--- src/verilog/srt_pkg.sv ---
// Package for the slow reference trim and clock monitor block.
// Assumes a 32-bit APB slave reached from the clock generator base address.
package srt_pkg;

  // Register indices as printed; byte address is four times the index
  localparam logic [3:0]  IDX_COARSE      = 4'h2;
  localparam logic [3:0]  IDX_FINE_MON    = 4'h3;
  localparam logic [3:0]  IDX_STATUS      = 4'h4;
  localparam logic [3:0]  IDX_IRQ_EN      = 4'h5;
  localparam logic [3:0]  IDX_IRQ_CLR     = 4'h6;
  localparam logic [3:0]  IDX_IRQ_STAT    = 4'h7;

  // Field positions
  localparam int          POS_LOL_IE      = 7;
  localparam int          POS_CLK_MON_EN  = 5;
  localparam int          POS_FINE_TRIM   = 0;
  localparam int          POS_LOL_FLAG    = 7;
  localparam int          POS_EV_LOL      = 0;
  localparam int          POS_EV_CLKLOSS  = 1;

  // Reset values
  localparam logic [7:0]  RST_ZERO8       = 8'h00;
  localparam logic [31:0] RST_ZERO32      = 32'h0000_0000;

  typedef struct packed {
    logic [7:0] coarse;
    logic       fine;
  } srt_trim_t;

  typedef struct packed {
    logic        psel;
    logic        penable;
    logic        pwrite;
    logic [11:0] paddr;
    logic [31:0] pwdata;
  } srt_apb_req_t;

  // Word address of a byte address
  function automatic logic [3:0] srt_word_idx(input logic [11:0] addr);
    srt_word_idx = addr[5:2];
  endfunction

endpackage

--- src/verilog/srt_top.sv ---
// Trim and clock supervision registers of the clock generator.
// Assumes APB master in the clk domain; factory trims and events are synchronous.
//
// Summary of operation
// - Decode registers at indices 2h through 7h
// - Coarse trim is eight binary-weighted bits
// - Higher coarse trim value lengthens period
// - Coarse trim loaded from factory outside debug
// - Coarse trim undefined unless factory loaded
// - Fine trim bit 0 lengthens by step
// - Fine trim loaded from factory outside debug
// - Lock-loss interrupt when bit 7 enabled
// - Clock loss reset request when bit 5
// - Bits 6 and 4..1 read zero
// - Lock-loss flag sticky, write one clears
//
// Local design decision: the APB slave port.
`timescale 1ns/1ps
module srt_top
  import srt_pkg::*;
(
  input  wire logic        clk,
  input  wire logic        rst,
  input  wire srt_apb_req_t apb_req,
  output logic             pready,
  output logic [31:0]      prdata,
  output logic             pslverr,
  input  wire logic        debug_active,
  input  wire srt_trim_t   factory_trim,
  input  wire logic        fll_lock_lost,
  input  wire logic        ext_clock_lost,
  output srt_trim_t        osc_trim,
  output logic             lock_loss_irq,
  output logic             clock_loss_reset_req,
  output logic             irq
);

  // ****************************************************************
  // Bus decode
  // ****************************************************************
  logic       acc;
  logic       wr;
  logic       rd;
  logic [3:0] idx;
  logic       hit;

  assign acc     = apb_req.psel & apb_req.penable;
  assign wr      = acc & apb_req.pwrite;
  assign rd      = acc & ~apb_req.pwrite;
  assign idx     = srt_word_idx(apb_req.paddr);
  // Zero wait states; unmapped indices answer with an error
  assign pready  = 1'b1;
  assign hit     = (apb_req.paddr[1:0] == 2'h0) && (apb_req.paddr[11:6] == 6'h00) &&
                   ((idx == IDX_COARSE) || (idx == IDX_FINE_MON) || (idx == IDX_STATUS) ||
                    (idx == IDX_IRQ_EN) || (idx == IDX_IRQ_CLR) || (idx == IDX_IRQ_STAT));
  assign pslverr = acc & ~hit;

  // ****************************************************************
  // Control registers
  // ****************************************************************
  logic [7:0] coarse_q;
  logic [7:0] coarse_d;
  logic       fine_q;
  logic       fine_d;
  logic       lol_ie_q;
  logic       lol_ie_d;
  logic       cme_q;
  logic       cme_d;
  logic       rst_seen_q;

  always_comb
  begin
    coarse_d = coarse_q;
    fine_d   = fine_q;
    lol_ie_d = lol_ie_q;
    cme_d    = cme_q;
    // Outside debug, trims load on every reset edge, then once more on the first edge after release
    if ((rst || rst_seen_q) && !debug_active)
    begin
      coarse_d = factory_trim.coarse;
      fine_d   = factory_trim.fine;
    end
    if (wr && hit && idx == IDX_COARSE)
    begin
      coarse_d = apb_req.pwdata[7:0];
    end
    if (wr && hit && idx == IDX_FINE_MON)
    begin
      lol_ie_d = apb_req.pwdata[POS_LOL_IE];
      cme_d    = apb_req.pwdata[POS_CLK_MON_EN];
      fine_d   = apb_req.pwdata[POS_FINE_TRIM];
    end
  end

  // Trims have no reset term: undefined unless factory values load
  always_ff @(posedge clk)
  begin
    coarse_q   <= coarse_d;
    fine_q     <= fine_d;
    rst_seen_q <= rst;
  end

  always_ff @(posedge clk)
  begin
    if (rst)
    begin
      lol_ie_q <= 1'b0;
      cme_q    <= 1'b0;
    end
    else
    begin
      lol_ie_q <= lol_ie_d;
      cme_q    <= cme_d;
    end
  end

  // Oscillator raises period with value; fine bit adds one step
  assign osc_trim.coarse = coarse_q;
  assign osc_trim.fine   = fine_q;

  // ****************************************************************
  // Lock-loss flag and event sticky bits
  // ****************************************************************
  logic       lol_q;
  logic       lol_d;
  logic [1:0] ev_q;
  logic [1:0] ev_d;
  logic [1:0] ev_en_q;
  logic [1:0] ev_en_d;
  logic       clr_lol;

  assign clr_lol = wr && hit && idx == IDX_STATUS && apb_req.pwdata[POS_LOL_FLAG];

  always_comb
  begin
    lol_d   = lol_q;
    ev_d    = ev_q;
    ev_en_d = ev_en_q;
    // Set wins over a same-cycle clear
    if (clr_lol)
    begin
      lol_d = 1'b0;
    end
    if (fll_lock_lost)
    begin
      lol_d = 1'b1;
    end
    if (wr && hit && idx == IDX_IRQ_CLR)
    begin
      ev_d = ev_q & ~apb_req.pwdata[1:0];
    end
    if (fll_lock_lost)
    begin
      ev_d[POS_EV_LOL] = 1'b1;
    end
    if (cme_q && ext_clock_lost)
    begin
      ev_d[POS_EV_CLKLOSS] = 1'b1;
    end
    if (wr && hit && idx == IDX_IRQ_EN)
    begin
      ev_en_d = apb_req.pwdata[1:0];
    end
  end

  always_ff @(posedge clk)
  begin
    if (rst)
    begin
      lol_q   <= 1'b0;
      ev_q    <= 2'h0;
      ev_en_q <= 2'h0;
    end
    else
    begin
      lol_q   <= lol_d;
      ev_q    <= ev_d;
      ev_en_q <= ev_en_d;
    end
  end

  assign lock_loss_irq        = lol_ie_q & lol_q;
  // Combinational so a lost clock still reaches the reset controller
  assign clock_loss_reset_req = cme_q & ext_clock_lost;
  assign irq                  = |(ev_q & ev_en_q);

  // ****************************************************************
  // Read data
  // ****************************************************************
  logic [31:0] rdata_d;
  logic [31:0] rdata_q;

  always_comb
  begin
    rdata_d = rdata_q;
    if (rd)
    begin
      rdata_d = RST_ZERO32;
      case (idx)
        IDX_COARSE:   rdata_d[7:0] = coarse_q;
        // Bits 6 and 4..1 stay zero
        IDX_FINE_MON: rdata_d[7:0] = {lol_ie_q, 1'b0, cme_q, 4'h0, fine_q};
        IDX_STATUS:   rdata_d[POS_LOL_FLAG] = lol_q;
        IDX_IRQ_EN:   rdata_d[1:0] = ev_en_q;
        IDX_IRQ_STAT: rdata_d[1:0] = ev_q;
        default:      rdata_d = RST_ZERO32;
      endcase
    end
  end

  always_ff @(posedge clk)
  begin
    if (rst)
    begin
      rdata_q <= RST_ZERO32;
    end
    else
    begin
      rdata_q <= rdata_d;
    end
  end

  // Zero-wait read returns data in the access cycle
  assign prdata = rd ? rdata_d : rdata_q;

  // ****************************************************************
  // Assertions
  // ****************************************************************
  property p_irq_gate;
    @(posedge clk) disable iff (rst)
      (fll_lock_lost && lol_ie_d) |=> lock_loss_irq;
  endproperty
  a_irq_gate: assert property (p_irq_gate) else $error("lock loss irq mismatch");

  property p_lol_set;
    @(posedge clk) disable iff (rst)
      fll_lock_lost |=> lol_q;
  endproperty
  a_lol_set: assert property (p_lol_set) else $error("lock loss flag not set");

  property p_lol_hold;
    @(posedge clk) disable iff (rst)
      (lol_q && !clr_lol) |=> lol_q;
  endproperty
  a_lol_hold: assert property (p_lol_hold) else $error("lock loss flag lost");

  property p_lol_clr;
    @(posedge clk) disable iff (rst)
      (clr_lol && !fll_lock_lost) |=> !lol_q;
  endproperty
  a_lol_clr: assert property (p_lol_clr) else $error("lock loss flag not cleared");

  property p_mon;
    @(posedge clk) disable iff (rst)
      (!cme_q) |-> !clock_loss_reset_req;
  endproperty
  a_mon: assert property (p_mon) else $error("reset request while monitor off");

  property p_rsvd;
    @(posedge clk) disable iff (rst)
      (rd && idx == IDX_FINE_MON) |-> (prdata[6] == 1'b0 && prdata[4:1] == 4'h0);
  endproperty
  a_rsvd: assert property (p_rsvd) else $error("reserved bits not zero");

  property p_coarse_wr;
    @(posedge clk) disable iff (rst)
      (wr && hit && idx == IDX_COARSE) |=> osc_trim.coarse == $past(apb_req.pwdata[7:0]);
  endproperty
  a_coarse_wr: assert property (p_coarse_wr) else $error("coarse trim not written");

  property p_factory;
    @(posedge clk)
      (rst && !debug_active) |=> osc_trim == $past(factory_trim);
  endproperty
  a_factory: assert property (p_factory) else $error("factory trim not loaded");

endmodule

--- config.mk ---
export PLATFORM = sky130hd
export DESIGN_NAME = srt_top
export DESIGN_NICKNAME = d
export VERILOG_FILES = /design/src/verilog/srt_pkg.sv /design/src/verilog/srt_top.sv
export SDC_FILE = /design/constraint.sdc
export NUM_CORES = 1
export LEC_CHECK = 0
export ABC_CLOCK_PERIOD_IN_PS = 2350
export BUFFER_PORTS_ARGS = -buffer_cell sky130_fd_sc_hd__buf_2
export CORE_AREA = 2 2 77 79
export DETAILED_ROUTE_END_ITERATION = 7
export DIE_AREA = 0 0 79 81
export PLACE_DENSITY = 0.77
export SETUP_SLACK_MARGIN = 0.05
export SLEW_MARGIN = 25
export SYNTH_ARGS = -nofsm -noshare
export SYNTH_HDL_FRONTEND = slang
export SYNTH_SLANG_ARGS = --single-unit
export TNS_END_PERCENT = 100
--- constraint.sdc ---
create_clock -name clk -period 2.35 [get_ports clk]
set_input_delay 0.1175 -clock clk [delete_from_list [all_inputs] [get_ports clk]]
set_output_delay 0.1175 -clock clk [all_outputs]
set_load 0.02 [all_outputs]
==> flow_summary.ini <==
[finish]
final_util_pct = 47.8
diodes = 0
syn2layout_area_growth_pct = 26.8
multi_input_area_mm2 = 0.00100
layout_commonest_cell = buf_2
layout.area.seq_mm2 = 0.00107
nets = 352
mostFrequentLayoutCells = buf_2, dfxtp_1, nor2b_1
fillerInstances = 594
drive_above_1_share_pct = 36.3

[floorplanning]
dieWidth_um = 79
core_area_mm2 = 0.00568
die_area_mm2 = 0.00640
top_level_ports = 107
initial_core_util_pct = 37.7
die_h_um = 81
rows = 28

[min_path]
min_from = fll_lock_lost
whs_endpoint = lol_q
whs_path_depth = 3
hp-class = in2reg

[clock_tree]
clockBufferDepth = 2
cts_tree = done
hold_buffers = 0
clk_pin_slew_worst_paths_ns = 0.08
cts_setup_buffers = 0
ctsHtreeMaxLevel = 2
clock_latency_ns = 0.28
cts_sinks = 49
cts_resized = 0
cts-buffers-inserted = 5
root_buffer = clkbuf_8

[setup_path]
rrSetupSlack_ns = 1.19
rr_worst_depth = 4
r2r-end = rdata_q[0]
path_class = in2out
worstPathArrival_ns = 1.67
required_ns = 2.23
critPathCaptureType = output pin
crit_fanout = 5
critical_path.reg2reg.startpoint = fine_q
worst_setup_path_start_kind = input port

[grt]
grt_max_degree = 41
grt_overflow_total = 0
grt_pass1_wl_um = 8030
grt_util_all_layers_pct = 15.8
grt_pass1_vias = 1730
grt_antenna_before_repair = 0

[yosys]
synth_edf_count = 9
synthesis.nets = 271
postSynthCellCount = 210
synthArstFlopShare_pct = 0
ys_warn_count = 0
yosys_register_bits = 49
synth_flop_cell = dfxtp_1
synth_area_mm2 = 0.00214
yosysSeqAreaShare_pct = 50.1
avgSynthCellArea_um2 = 10.2
yosysUniqueCellTypes = 37

[sta]
finalClockSkew_ns = 0.00275
tns_ns = 0
worst_pin_slew_ns = 0.493
fin_hold_ws_ns = 0.0883
drv_slew = 0
hold_viol = 0
setup_ws_ns = 0.565
min_period_over_period_pct = 76.0
rsz0062_at_grt = no
slew_headroom_pct = 66.7
setup_viol = 0
max_freq_mhz = 560
fin_crit_ns = 1.79

[drt]
first_iter_violations = 68
drtPass1Iterations = 4
ant_nets = 0
finalWirelength_um = 4880
wl_per_cell_um = 13.3
drc = 0
viasPerCell = 4.86
dr_total_vias = 1782

[power]
ir_drop_mv = 0.221
power.leakage_uw = 0.00123
power.total_uw = 1510
powerDensity_mw_per_mm2 = 555

[run_status]
outcome = finished, final reports clean

[placement]
gp_congestion = 0.945
port_buffers = 81
dpl.hpwl_um = 3640
dp_worst_setup_slack_ns = 0.341

[job]
maxCapViolations = 0
==> metrics by stage <==
| stage | area (µm²) | instances |
|---|---|---|
| final | 2710 | 367 |
| after global routing | 2710 | 367 |
| after CTS | 2710 | 367 |
| after detailed placement | 2620 | 359 |
| after global placement | 2620 | 359 |
| after floorplan | 2140 | 210 |
==> worst max-delay path, stage by stage <==
cell and delay [ns]:
buf_2 0.10, or4_4 0.57, or4_1 0.50, and3_1 0.22
buf_2 0.15
==> worst max path at each step <==
stage               cells after the start  slack [ns]   startpoint     endpoint
floorplan                               4        0.46  apb_req[35]  coarse_q[0]
global placement                        6        0.36  apb_req[41]  coarse_q[6]
detailed placement                      6        0.34  apb_req[41]  coarse_q[4]
CTS                                     5        0.57  apb_req[41]      pslverr
global route                            5        0.53  apb_req[32]      pslverr
finish                                  5        0.56  apb_req[41]      pslverr
==> Yosys cell counts, types with 2 or more instances <==
library cell	number	area [µm²]
and2_1	25	156
o31ai_1	7	52.6
clkbuf_1	10	37.5
inv_1	2	7.51
nor4_1	3	18.8
nand4_1	4	25.0
and3_1	3	18.8
nor2_1	4	15.0
nand2b_1	3	18.8
or4_1	2	15.0
a21oi_1	8	40.0
nand3_1	6	30.0
nor3b_1	2	15.0
nand2_1	8	30.0
nand3b_1	2	15.0
mux2_2	8	90.1
nor2b_1	34	213
or3_1	2	12.5
edfxtp_1	9	270
a22o_1	7	61.3
mux2i_1	4	40.0
buf_4	3	22.5
dfxtp_1	40	801
==> kinds of logic (layout without fill, tap and decap cells) <==
logic type      count (synthesis)  count (layout)  synth area share, %
compound gates                 28              28                 9.24
buf+inv                        15              97                 3.16
flops                          49              49                 50.1
mux                            13              13                 6.61
other cells                     1               1                0.175
simple gates                  104             104                 30.8
==> registers in the layout (all words and copies together) (netlist names) <==
register    cells
cme_q           1
ev_en_q         2
ev_q            2
lol_q           1
fine_q          1
coarse_q        8
lol_ie_q        1
rst_seen_q      1
rdata_q        32
==> per-layer routing <==
metal,wire length [µm],up-vias,GRT usage (%)
met5,0,-,0
met4,112,0,7.76
met3,188,11,1.56
met2,2320,54,26.1
met1,2250,822,20.8
li1,-,895,-
==> report_power, final <==
group / switching (µW) / leakage [µW] / total [µW] / internal, µW
logic: 82.0 / 0.000773 / 136 / 54.1
clock network: 253 / 0.0000455 / 493 / 240
registers: 7.98 / 0.000409 / 876 / 868
total: 343 / 0.00123 / 1510 / 1160
==> layout make-up <==
class,count,share of cell area [%]
sequential,49,39.5
timing repair buffer,87,16.6
multi-input combinational,146,36.9
tap,75,3.46
clock buffer,8,3.32
inverter,2,0.277
No activity file was read; power rests on OpenSTA's default activity.
